[src/design/notifier_pkg.sv]
// Shared constants and types for the sensor event pulse notifier
package notifier_pkg;

	// Register offsets
	localparam logic [7:0] TRIG_CFG_ADDR   = 8'h53;
	localparam logic [7:0] PCHG_CFG_ADDR   = 8'h54;
	localparam logic [7:0] EXEC_STAT_ADDR  = 8'h55;
	localparam logic [7:0] SENS_COND_ADDR  = 8'h56;
	localparam logic [7:0] COMMAND_ADDR    = 8'h57;

	// Reset values
	localparam logic [7:0] TRIG_CFG_RST    = 8'h3E;
	localparam logic [7:0] PCHG_CFG_RST    = 8'h01;
	localparam logic [7:0] EXEC_STAT_RST   = 8'h00;
	localparam logic [7:0] SENS_COND_RST   = 8'h00;

	// Trigger configuration fields
	localparam int POL_BIT         = 5;
	localparam int LEN_SEL_BIT     = 4;
	localparam int FW_TRIG_BIT     = 3;
	localparam int ST_TRIG_BIT     = 2;
	localparam int ACQ_ERR_TRIG_BIT = 1;
	localparam int RDY_TRIG_BIT    = 0;
	localparam logic [7:0] TRIG_CFG_MASK = 8'h3F;

	// Pressure change configuration fields
	localparam int SLOPE_EN_BIT    = 2;
	localparam int REL_EN_BIT      = 1;
	localparam int FIXED_EN_BIT    = 0;
	localparam logic [7:0] PCHG_CFG_MASK = 8'h07;

	// Execution status fields
	localparam int PULSE_FLAG_BIT  = 7;
	localparam int SLOPE_FLAG_BIT  = 6;
	localparam int REL_FLAG_BIT    = 5;
	localparam int FIXED_FLAG_BIT  = 4;
	localparam int FW_FLAG_BIT     = 3;
	localparam int PCELL_FLAG_BIT  = 2;
	localparam int CONV_FLAG_BIT   = 1;
	localparam int ACQ_FLAG_BIT    = 0;

	// Command register fields
	localparam int ACK_REQ_BIT     = 7;

	// Pulse timing
	localparam int CLK_HZ          = 40_000_000;
	localparam int SHORT_PULSE_MS  = 4;
	localparam int LONG_PULSE_MS   = 8;
	localparam int SHORT_PULSE_CYC = CLK_HZ / 1000 * SHORT_PULSE_MS;
	localparam int LONG_PULSE_CYC  = CLK_HZ / 1000 * LONG_PULSE_MS;
	localparam int PULSE_CNT_W     = 19;

	typedef enum logic [0:0] {
		PULSE_IDLE   = 1'b0,
		PULSE_ACTIVE = 1'b1
	} pulse_state_type;

endpackage

[src/design/pulse_timer_if.sv]
// Handshake between the notifier and its pulse timer
interface pulse_timer_if;
	logic                   start;
	logic [18:0]            length;
	logic                   busy;

	modport ctrl (
		output start,
		output length,
		input  busy
	);

	modport timer (
		input  start,
		input  length,
		output busy
	);
endinterface

[src/design/pulse_timer.sv]
// Timed pulse generator for the interrupt pin
module pulse_timer (
	input  wire logic       ref_clk,
	input  wire logic       reset_n,
	input  wire logic       clk_en,
	pulse_timer_if.timer    tmr,
	input  wire logic [18:0] short_len,
	input  wire logic [18:0] long_len
);
	notifier_pkg::pulse_state_type state_ff;
	logic [18:0]                   count_ff;

	// A start while busy is ignored so a running pulse is never cut short
	always_ff @(posedge ref_clk or negedge reset_n) begin
		if (!reset_n) begin
			state_ff <= notifier_pkg::PULSE_IDLE;
			count_ff <= 19'h00000;
		end else if (clk_en) begin
			unique case (state_ff)
				notifier_pkg::PULSE_IDLE: begin
					if (tmr.start) begin
						state_ff <= notifier_pkg::PULSE_ACTIVE;
						count_ff <= tmr.length - 19'h00001;
					end
				end
				notifier_pkg::PULSE_ACTIVE: begin
					if (count_ff == 19'h00000) begin
						state_ff <= notifier_pkg::PULSE_IDLE;
					end else begin
						count_ff <= count_ff - 19'h00001;
					end
				end
			endcase
		end
	end

	assign tmr.busy = (state_ff == notifier_pkg::PULSE_ACTIVE);

	logic unused_len;
	assign unused_len = ^{short_len, long_len};
endmodule

[src/design/sensor_event_pulse_notifier.sv]
// Event flags, trigger gating and interrupt pin pulse for the sensor

module sensor_event_pulse_notifier (
	input  wire logic       ref_clk,
	input  wire logic       reset_n,
	input  wire logic       clk_en,
	input  wire logic [7:0] reg_addr,
	input  wire logic       reg_wr,
	input  wire logic [7:0] reg_wdata,
	input  wire logic       transfers_done,
	input  wire logic       fw_check_done,
	input  wire logic       fw_check_err,
	input  wire logic       pcell_test_done,
	input  wire logic       pcell_test_err,
	input  wire logic       conv_test_done,
	input  wire logic       conv_test_err,
	input  wire logic       acq_done,
	input  wire logic [7:0] acq_condition,
	input  wire logic       slope_exceeded,
	input  wire logic       relative_exceeded,
	input  wire logic       fixed_exceeded,
	output logic [7:0]      reg_rdata,
	output logic            irq_pin,
	output logic            slope_monitor_en,
	output logic            relative_monitor_en,
	output logic            fixed_monitor_en
);
	// Pulse lengths in ref_clk cycles; the timer loads one at each start
	localparam logic [18:0] SHORT_LEN =
		19'(notifier_pkg::SHORT_PULSE_CYC);
	localparam logic [18:0] LONG_LEN =
		19'(notifier_pkg::LONG_PULSE_CYC);

	logic [7:0] trig_cfg_ff;
	logic [7:0] pchg_cfg_ff;
	logic [7:0] exec_stat_ff;
	logic [7:0] sens_cond_ff;
	logic       ack_req_ff;
	logic       irq_pin_ff;
	logic [7:0] rdata_ff;
	logic       slope_en_ff;
	logic       rel_en_ff;
	logic       fixed_en_ff;

	logic       irq_pulse_polarity;
	logic       irq_pulse_length_sel;
	logic       firmware_check_trigger_en;
	logic       selftest_trigger_en;
	logic       acquisition_error_trigger_en;
	logic       data_ready_trigger_en;

	logic       acq_has_err;
	logic       slope_hit;
	logic       rel_hit;
	logic       fixed_hit;
	logic       pulse_req;
	logic       ack_now;
	logic [7:0] nxt_exec_stat;
	logic [7:0] nxt_sens_cond;

	// Per-source pulse requests
	logic       thr_req;
	logic       fw_req;
	logic       st_err;
	logic       st_req;
	logic       acq_err_req;
	logic       rdy_req;

	pulse_timer_if tmr ();

	assign irq_pulse_polarity = trig_cfg_ff[notifier_pkg::POL_BIT];
	assign irq_pulse_length_sel = trig_cfg_ff[notifier_pkg::LEN_SEL_BIT];
	assign firmware_check_trigger_en =
		trig_cfg_ff[notifier_pkg::FW_TRIG_BIT];
	assign selftest_trigger_en = trig_cfg_ff[notifier_pkg::ST_TRIG_BIT];
	assign acquisition_error_trigger_en =
		trig_cfg_ff[notifier_pkg::ACQ_ERR_TRIG_BIT];
	assign data_ready_trigger_en = trig_cfg_ff[notifier_pkg::RDY_TRIG_BIT];

	// Any condition bit marks the acquisition as errored
	assign acq_has_err = |acq_condition;
	// Threshold results only count while their monitor is enabled
	assign slope_hit = slope_exceeded &
		pchg_cfg_ff[notifier_pkg::SLOPE_EN_BIT];
	assign rel_hit = relative_exceeded &
		pchg_cfg_ff[notifier_pkg::REL_EN_BIT];
	assign fixed_hit = fixed_exceeded &
		pchg_cfg_ff[notifier_pkg::FIXED_EN_BIT];

	// One gated request per trigger source
	assign thr_req = slope_hit | rel_hit | fixed_hit;
	assign fw_req = fw_check_done & fw_check_err &
		firmware_check_trigger_en;
	// Both self-tests share one trigger enable
	assign st_err = (pcell_test_done & pcell_test_err) |
		(conv_test_done & conv_test_err);
	assign st_req = st_err & selftest_trigger_en;
	// An errored acquisition may raise both the error and the ready term
	assign acq_err_req = acq_done & acq_has_err &
		acquisition_error_trigger_en;
	// Data ready fires on every completion, errored or not
	assign rdy_req = acq_done & data_ready_trigger_en;

	// Any enabled event asks for a pulse
	always_comb begin
		pulse_req = 1'b0;
		if (thr_req) begin
			pulse_req = 1'b1;
		end
		if (fw_req) begin
			pulse_req = 1'b1;
		end
		if (st_req) begin
			pulse_req = 1'b1;
		end
		if (acq_err_req) begin
			pulse_req = 1'b1;
		end
		if (rdy_req) begin
			pulse_req = 1'b1;
		end
	end

	// Clearing waits for the host to finish its transfers, so a read in
	// flight still sees the flags that caused the pulse
	assign ack_now = ack_req_ff && transfers_done;

	// Status update: acknowledge clears first, same-cycle events then win
	always_comb begin
		nxt_exec_stat = ack_now ? 8'h00 : exec_stat_ff;
		// Threshold flags only set; result flags track the latest run
		if (slope_hit) begin
			nxt_exec_stat[notifier_pkg::SLOPE_FLAG_BIT] = 1'b1;
		end
		if (rel_hit) begin
			nxt_exec_stat[notifier_pkg::REL_FLAG_BIT] = 1'b1;
		end
		if (fixed_hit) begin
			nxt_exec_stat[notifier_pkg::FIXED_FLAG_BIT] = 1'b1;
		end
		if (fw_check_done) begin
			nxt_exec_stat[notifier_pkg::FW_FLAG_BIT] = fw_check_err;
		end
		if (pcell_test_done) begin
			nxt_exec_stat[notifier_pkg::PCELL_FLAG_BIT] =
				pcell_test_err;
		end
		if (conv_test_done) begin
			nxt_exec_stat[notifier_pkg::CONV_FLAG_BIT] =
				conv_test_err;
		end
		if (acq_done) begin
			nxt_exec_stat[notifier_pkg::ACQ_FLAG_BIT] =
				acq_has_err;
		end
		if (pulse_req) begin
			nxt_exec_stat[notifier_pkg::PULSE_FLAG_BIT] = 1'b1;
		end
	end

	// Condition register follows the latest acquisition
	always_comb begin
		nxt_sens_cond = ack_now ? 8'h00 : sens_cond_ff;
		if (acq_done) begin
			nxt_sens_cond = acq_condition;
		end
	end

	// Status flags: acknowledge and events meet in nxt_exec_stat
	always_ff @(posedge ref_clk or negedge reset_n) begin
		if (!reset_n) begin
			exec_stat_ff <= notifier_pkg::EXEC_STAT_RST;
		end else if (clk_en) begin
			exec_stat_ff <= nxt_exec_stat;
		end
	end

	always_ff @(posedge ref_clk or negedge reset_n) begin
		if (!reset_n) begin
			sens_cond_ff <= notifier_pkg::SENS_COND_RST;
		end else if (clk_en) begin
			sens_cond_ff <= nxt_sens_cond;
		end
	end

	// Configuration registers; reserved bits stay zero
	always_ff @(posedge ref_clk or negedge reset_n) begin
		if (!reset_n) begin
			trig_cfg_ff <= notifier_pkg::TRIG_CFG_RST;
		end else if (clk_en && reg_wr &&
			reg_addr == notifier_pkg::TRIG_CFG_ADDR) begin
			trig_cfg_ff <= reg_wdata & notifier_pkg::TRIG_CFG_MASK;
		end
	end

	always_ff @(posedge ref_clk or negedge reset_n) begin
		if (!reset_n) begin
			pchg_cfg_ff <= notifier_pkg::PCHG_CFG_RST;
		end else if (clk_en && reg_wr &&
			reg_addr == notifier_pkg::PCHG_CFG_ADDR) begin
			pchg_cfg_ff <= reg_wdata & notifier_pkg::PCHG_CFG_MASK;
		end
	end

	// Acknowledge request holds until transfers end, then self-clears
	// A request written in the clearing cycle stands for the next round
	always_ff @(posedge ref_clk or negedge reset_n) begin
		if (!reset_n) begin
			ack_req_ff <= 1'b0;
		end else if (clk_en) begin
			if (reg_wr && reg_addr == notifier_pkg::COMMAND_ADDR &&
				reg_wdata[notifier_pkg::ACK_REQ_BIT]) begin
				ack_req_ff <= 1'b1;
			end else if (ack_now) begin
				ack_req_ff <= 1'b0;
			end
		end
	end

	// Registered read data, one cycle after the address
	// Status registers have no write path; only events and acknowledge move
	always_ff @(posedge ref_clk or negedge reset_n) begin
		if (!reset_n) begin
			rdata_ff <= 8'h00;
		end else if (clk_en) begin
			unique case (reg_addr)
				notifier_pkg::TRIG_CFG_ADDR:  rdata_ff <= trig_cfg_ff;
				notifier_pkg::PCHG_CFG_ADDR:  rdata_ff <= pchg_cfg_ff;
				notifier_pkg::EXEC_STAT_ADDR: rdata_ff <= exec_stat_ff;
				notifier_pkg::SENS_COND_ADDR: rdata_ff <= sens_cond_ff;
				notifier_pkg::COMMAND_ADDR: begin
					rdata_ff <= {ack_req_ff, 7'h00};
				end
				default:                      rdata_ff <= 8'h00;
			endcase
		end
	end

	// Starts while busy are dropped in the timer, so no pulse is stretched
	assign tmr.start = pulse_req;
	assign tmr.length = irq_pulse_length_sel ? LONG_LEN : SHORT_LEN;

	pulse_timer u_pulse_timer (
		.ref_clk   (ref_clk),
		.reset_n   (reset_n),
		.clk_en    (clk_en),
		.tmr       (tmr.timer),
		.short_len (SHORT_LEN),
		.long_len  (LONG_LEN)
	);

	// Pin level is registered; polarity changes apply to idle level too
	// The register also keeps decode hazards off the host's input
	always_ff @(posedge ref_clk or negedge reset_n) begin
		if (!reset_n) begin
			irq_pin_ff <= 1'b0;
		end else if (clk_en) begin
			irq_pin_ff <= tmr.busy ~^ irq_pulse_polarity;
		end
	end

	// Monitor enables go out registered, one cycle behind the config write
	always_ff @(posedge ref_clk or negedge reset_n) begin
		if (!reset_n) begin
			slope_en_ff <= 1'b0;
			rel_en_ff   <= 1'b0;
			fixed_en_ff <= 1'b0;
		end else if (clk_en) begin
			slope_en_ff <= pchg_cfg_ff[notifier_pkg::SLOPE_EN_BIT];
			rel_en_ff   <= pchg_cfg_ff[notifier_pkg::REL_EN_BIT];
			fixed_en_ff <= pchg_cfg_ff[notifier_pkg::FIXED_EN_BIT];
		end
	end

	assign reg_rdata           = rdata_ff;
	assign irq_pin             = irq_pin_ff;
	assign slope_monitor_en    = slope_en_ff;
	assign relative_monitor_en = rel_en_ff;
	assign fixed_monitor_en    = fixed_en_ff;
endmodule

[config.mk]
export PLATFORM = sky130hd
export DESIGN_NAME = sensor_event_pulse_notifier
export DESIGN_NICKNAME = d
export VERILOG_FILES = /design/src/design/notifier_pkg.sv /design/src/design/pulse_timer_if.sv /design/src/design/pulse_timer.sv /design/src/design/sensor_event_pulse_notifier.sv
export SDC_FILE = /design/constraint.sdc
export NUM_CORES = 1
export LEC_CHECK = 0
export ABC_AREA = 1
export ABC_CLOCK_PERIOD_IN_PS = 1600
export BUFFER_PORTS_ARGS = -buffer_cell sky130_fd_sc_hd__buf_2
export CAP_MARGIN = 20
export CORE_UTILIZATION = 30
export CTS_CLUSTER_DIAMETER = 120
export CTS_CLUSTER_SIZE = 24
export DETAILED_ROUTE_END_ITERATION = 12
export PLACE_DENSITY = 0.6
export SYNTH_ARGS = -nofsm -noshare
export SYNTH_HDL_FRONTEND = slang
export SYNTH_SLANG_ARGS = --single-unit
[constraint.sdc]
create_clock -name ref_clk -period 1.6 [get_ports ref_clk]
set_input_delay 0.32 -clock ref_clk [delete_from_list [all_inputs] [get_ports ref_clk]]
set_output_delay 0.32 -clock ref_clk [all_outputs]
set_load 0.1 [all_outputs]
==> flow_summary.json, run 1 <==
{
  "yosys_warnings": 0,
  "status": "complete, no violations",
  "max-vdd-ir-drop_mv": 0.457,
  "synth-seq-area-share_pct": 44.3,
  "final_common_cell": "nand2_1",
  "dpl_worst_slack_ns": -0.00617,
  "reg2reg_to": "u_pulse_timer.count_ff[12]",
  "start_util_pct": 31.4,
  "wl_um": 8720,
  "dpl.hpwl_um": 6600,
  "drtAntennaViolNets": 0,
  "critPathKind": "register to register",
  "hold_path_depth": 2,
  "clk_latency_ns": 0.35,
  "worstReg2RegStart": "u_pulse_timer.tmr.busy",
  "crit_top_cell": "nand2_1",
  "htreeDepth": 3,
  "tightest_slew_ns": 0.515,
  "via_count": 3140,
  "cts_buffers": 9,
  "worst_slack_ns": 0.0130,
  "hold_violations": 0,
  "port-buffer-count": 49,
  "row_count": 37,
  "cp.required_ns": 1.83,
  "overflow": 0,
  "mostFrequentLayoutCells": "158 x nand2_1, 52 x nand3_1, 51 x dfrtp_1",
  "synth-seq-cells": 58,
  "period_minus_slack_ns": 1.59,
  "slowest_delay_ns": 0.46,
  "finalSetupViolations": 0,
  "max_freq_ghz": 0.630,
  "path_max_fanout": 11,
  "die_y_um": 107,
  "power_density_mw_per_mm2": 1330,
  "cp-end-kind": "register",
  "worstRegToRegCells": 10,
  "whs_ns": 0.189,
  "first_iter_violations": 144,
  "fin_cells": 671,
  "p_leak_uw": 0.00219,
  "die_area_mm2": 0.0114,
  "period_share_pct": 99.2,
  "synthesis.nets": 490,
  "maxCapViolCount": 0,
  "area_delta_synth_final_pct": 28.2,
  "slew_headroom_pct": 65.7,
  "synthDistinctLibCells": 31,
  "vias_per_cell": 4.68,
  "hold_end": "trig_cfg_ff[5]",
  "holdCritPathClass": "input port to register",
  "critical-path-top-delay-family": "flip-flops",
  "grt_max_degree": 24,
  "finalNetCount": 570,
  "tritoncts": "done",
  "fin_worst_skew_ns": 0.0113,
  "grt.total_usage_pct": 16.5,
  "worstPathArrival_ns": 1.82,
  "crit_chain": "buf_12 > nand2_4 > ha_4 > inv_2 > nor2_4 > buf_4 > nand4_1 > xor2_1 > nand2_1 > nand2_1",
  "core-area_mm2": 0.0105,
  "clockBufferDepth": 2,
  "finalMaxSlewViolations": 0,
  "gp_congestion": 0.894,
  "dr.pass1.iters": 4,
  "io_pins": 51,
  "dp.cells": 651,
  "root_buffer": "clkbuf_8",
  "wl_per_cell_um": 13.0,
  "postSynthCellCount": 450,
  "crit_slowest_cell": "dfrtp_2",
  "drive_gt1_share_pct": 25.8,
  "die_x_um": 107,
  "drc": 0,
  "syn_avg_cell_area_um2": 7.33,
  "regToRegSetupSlack_ns": 0.01,
  "n_antenna_cell": 0,
  "fillers": 1092,
  "antenna_found_initial": 0,
  "grt_pass1_wl_um": 14800,
  "worst-path-buf-inv": 3,
  "start_kind": "register",
  "grt_pass1_vias": 3113,
  "netlist_area_mm2": 0.00330,
  "rsz0062_at_grt": "yes",
  "clkSinkCount": 58,
  "clkTransAtPathRegs_ns": 0.07,
  "hp-start": "reg_wdata[5]"
}
==> timing repair <==
action                                  4_1_cts  5_1_grt
pin swaps                                     2        6
buffers inserted                              0        1
cloned                                        0        2
hold buffers                                  1        0
endpoints found under the hold margin        12        0
endpoints found under the setup margin        3       19
gates resized for setup                       3       18
==> stage by stage <==
stage	total power, uW	cell area [um^2]	util, %	setup TNS, ns
after CTS	5440	4130	39.3	0
after global placement	3980	3900	37.1	0
after floorplan	3390	3320	-	0
after global routing	6030	4230	40.2	-0.717
final	5610	4230	40.2	0
after detailed placement	4020	3900	37.1	-0.0120
==> how the worst max path moves through the flow <==
stage,startpoint,end,slack (ns),depth (start not counted)
after floorplan,u_pulse_timer.tmr.busy,u_pulse_timer.count_ff[16],0.003,13
after global placement,u_pulse_timer.tmr.busy,u_pulse_timer.count_ff[16],0.002,12
after detailed placement,u_pulse_timer.tmr.busy,u_pulse_timer.count_ff[16],-0.006,12
after CTS,u_pulse_timer.tmr.busy,u_pulse_timer.count_ff[15],0.005,10
after global routing,u_pulse_timer.tmr.busy,u_pulse_timer.count_ff[15],-0.11,9
final,u_pulse_timer.tmr.busy,u_pulse_timer.count_ff[12],0.01,10
==> cell usage after synthesis <==
| cell | n | area, um^2 |
|---|---|---|
| nand2_1 | 162 | 608 |
| dfrtp_1 | 52 | 1300 |
| nand3_1 | 52 | 260 |
| inv_1 | 38 | 143 |
| o21ai_0 | 33 | 165 |
| nor2_1 | 29 | 109 |
| nand4_1 | 9 | 56.3 |
| xor2_1 | 8 | 70.1 |
| clkbuf_1 | 7 | 26.3 |
| nand2_2 | 7 | 43.8 |
| a21oi_1 | 6 | 30.0 |
| dfstp_2 | 6 | 158 |
| nor3_1 | 6 | 30.0 |
| buf_6 | 5 | 56.3 |
| o21ai_1 | 5 | 25.0 |
| xnor2_1 | 4 | 35.0 |
| inv_2 | 3 | 11.3 |
| buf_2 | 2 | 10.0 |
| mux2_1 | 2 | 22.5 |
| nor2_2 | 2 | 12.5 |
| nor2_4 | 2 | 22.5 |
| a21o_1 | 1 | 7.51 |
| a32o_1 | 1 | 10.0 |
| buf_4 | 1 | 7.51 |
| clkinv_1 | 1 | 3.75 |
| ha_1 | 1 | 12.5 |
| nand3_2 | 1 | 10.0 |
| nand3_4 | 1 | 17.5 |
| nor3_2 | 1 | 10.0 |
| nor3_4 | 1 | 16.3 |
| o22ai_1 | 1 | 6.26 |
==> layer usage <==
metal / vias up / part of all wire [%] / wire, um / global-route usage (%)
met3: 9 / 4.4 / 384 / 3.28
li1: 1602 / - / - / -
met4: 0 / 1.1 / 95 / 5.09
met5: - / 0 / 0 / 0
met2: 67 / 44 / 3860 / 24.8
met1: 1462 / 50 / 4370 / 23.7
==> kinds of logic after synthesis <==
kind of cell,count (synthesis),synth area share [%]
mux,2,0.683
simple gates,273,36.3
compound gates,47,7.40
flops,58,44.3
buf+inv,57,7.82
fa+ha+maj,1,0.379
xor+xnor,12,3.19
==> report_power, final <==
group	switching (uW)	internal, uW
Clock	662	728
Combinational	1250	905
Sequential	292	1770
Total	2210	3400
==> area by class of cell <==
| class | count | area [um^2] | share of cell area [%] |
|---|---|---|---|
| Clock buffer | 9 | 124 | 2.93 |
| Clock inverter | 7 | 78.8 | 1.86 |
| Inverter | 42 | 158 | 3.73 |
| Multi-Input combinational cell | 335 | 1670 | 39.5 |
| Sequential cell | 58 | 1460 | 34.5 |
| Tap cell | 136 | 170 | 4.02 |
| Timing Repair Buffer | 84 | 567 | 13.4 |
==> registers in the layout (all words and copies together) (netlist names) <==
register                flops
pchg_cfg_ff                 3
reg_rdata                   8
fixed_monitor_en            1
sens_cond_ff                8
exec_stat_ff                8
u_pulse_timer.count_ff     19
slope_monitor_en            1
ack_req_ff                  1
trig_cfg_ff                 6
relative_monitor_en         1
irq_pin                     1
u_pulse_timer.tmr.busy      1
No activity file was read; power rests on OpenSTA's default activity.
==> run 2, diff against run 1 <==
--- a/config.mk
+++ b/config.mk
@@ -14,6 +14,7 @@
 export CTS_CLUSTER_SIZE = 24
 export DETAILED_ROUTE_END_ITERATION = 12
 export PLACE_DENSITY = 0.6
+export RECOVER_POWER = 100
 export SYNTH_ARGS = -nofsm -noshare
 export SYNTH_HDL_FRONTEND = slang
 export SYNTH_SLANG_ARGS = --single-unit
==> flow_summary.json, run 2 (synthesized netlist as in run 1, its figures left out) <==
{
  "tns_ns": 0,
  "max-vdd-ir-drop_mv": 0.451,
  "core-area_mm2": 0.0105,
  "mostFrequentLayoutCells": "158 x nand2_1, 53 x nand3_1, 51 x dfrtp_1",
  "n_antenna_cell": 0,
  "final_common_cell": "nand2_1",
  "vias_per_cell": 4.67,
  "drtAntennaViolNets": 0,
  "dr.pass1.iters": 4,
  "endpoint": "u_pulse_timer.count_ff[12]",
  "whs_ns": 0.201,
  "wl_per_cell_um": 13.0,
  "period_minus_slack_ns": 1.59,
  "area_delta_synth_final_pct": 26.6,
  "overflow": 0,
  "clk_latency_ns": 0.34,
  "p_int_uw": 3390,
  "regToRegSetupSlack_ns": 0.01,
  "dpl-instance-area_mm2": 0.00390,
  "io_pins": 51,
  "row_count": 37,
  "critPathKind": "register to register",
  "tightest_slew_ns": 0.666,
  "fin_worst_skew_ns": 0.0109,
  "grt_pass1_wl_um": 14800,
  "finalMaxSlewViolations": 0,
  "root_buffer": "clkbuf_8",
  "finalSetupViolations": 0,
  "largest_reg_flops": 19,
  "clkSinkCount": 58,
  "worstRegToRegCells": 10,
  "grt.total_usage_pct": 16.5,
  "clkTransAtPathRegs_ns": 0.07,
  "crit_slowest_cell": "dfrtp_2",
  "netSwitchingPower_uw": 2190,
  "hold_violations": 0,
  "reg2reg_to": "u_pulse_timer.count_ff[12]",
  "use_met1_pct": 23.7,
  "hold_path_depth": 2,
  "holdCritPathClass": "input port to register",
  "gp_congestion": 0.894,
  "max_freq_ghz": 0.629,
  "seq_power_share_pct": 36.9,
  "start_kind": "register",
  "status": "complete, no violations",
  "path_max_fanout": 11,
  "worst-path-stages": 10,
  "startpoint": "u_pulse_timer.tmr.busy",
  "drc": 0,
  "p_comb_share_pct": 38.4,
  "htreeDepth": 3,
  "cts_buffers": 9,
  "tritoncts": "done",
  "worstPathArrival_ns": 1.81,
  "slowest_delay_ns": 0.46,
  "start_util_pct": 31.4,
  "wl_um": 8690,
  "die_y_um": 107,
  "maxCapViolCount": 0,
  "gr-usage-met3_pct": 3.28,
  "worst-path-buf-inv": 3,
  "antenna_found_initial": 0,
  "cp.required_ns": 1.82,
  "final_cell_area_mm2": 0.00417,
  "p_leak_uw": 0.00218,
  "grt_pass1_vias": 3113,
  "top_register": "u_pulse_timer.count_ff",
  "finalNetCount": 570,
  "port-buffer-count": 49,
  "clockBufferDepth": 2,
  "cp-end-kind": "register",
  "grtUsageMet2_pct": 24.8,
  "rsz0062_at_grt": "yes",
  "crit_chain": "buf_12 > nand2_4 > ha_4 > inv_2 > nor2_4 > buf_4 > nand4_1 > xor2_1 > nand2_1 > nand2_1",
  "worstReg2RegStart": "u_pulse_timer.tmr.busy",
  "die_area_mm2": 0.0114,
  "slew_headroom_pct": 55.6,
  "first_iter_violations": 143,
  "critical-path-top-delay-family": "flip-flops",
  "p_clk_share_pct": 24.7,
  "sw_frac_of_total_pct": 39.3,
  "power_density_mw_per_mm2": 1340,
  "crit_top_cell": "nand2_1",
  "period_share_pct": 99.3,
  "via_count": 3135,
  "busiest_layer": "met2",
  "drive_gt1_share_pct": 25.4,
  "die_x_um": 107,
  "grt_max_degree": 24,
  "dpl.hpwl_um": 6600
}
run 2: what timing repair did:
item	in CTS	in global routing
hold buffers	1	0
resized for setup	3	18
endpoints found under the setup margin	3	19
cloned	0	2
pin swaps	2	6
setup buffers	0	1
hold endpoints to repair	12	0
run 2: area by class of cell:
class / instances / area, um^2
Inverter: 42 / 158
Clock inverter: 7 / 78.8
Fill cell: 1100 / 6330
Sequential cell: 58 / 1460
Timing Repair Buffer: 84 / 526
Clock buffer: 9 / 124
Tap cell: 136 / 170
Multi-Input combinational cell: 335 / 1660
run 2: power groups by stage:
| stage | clock network [uW] | logic (uW) | registers, uW |
|---|---|---|---|
| global placement | 0 | 1930 | 2050 |
| detailed placement | 0 | 1960 | 2060 |
| floorplan | 0 | 1340 | 2050 |
| global route | 1490 | 2430 | 2100 |
| CTS | 1420 | 1990 | 2040 |
| finish | 1380 | 2140 | 2060 |
run 2: through the flow:
stage	cells	setup WS, ns	util, %	power, uW
floorplan	450	0.00262	-	3390
global placement	651	0.00221	37.1	3980
detailed placement	651	-0.00617	37.1	4020
CTS	668	0.00518	39.3	5440
global route	671	-0.105	39.7	6010
finish	671	0.0106	39.7	5590
run 2: worst min path at each step:
| stage | end | slack [ns] | start |
|---|---|---|---|
| floorplan | ack_req_ff | 0.02 | reset_n |
| global placement | trig_cfg_ff[0] | 0.32 | reset_n |
| detailed placement | trig_cfg_ff[0] | 0.33 | reset_n |
| CTS | trig_cfg_ff[5] | 0.18 | reg_wdata[5] |
| global route | trig_cfg_ff[3] | 0.19 | reg_wdata[3] |
| finish | trig_cfg_ff[5] | 0.20 | reg_wdata[5] |
run 2: per-layer routing:
metal	share of wire, %	vias up	wire [um]
met5	0	-	0
met4	0.53	0	46
met3	5.0	2	437
met2	45	69	3900
met1	50	1456	4310
li1	-	1608	-
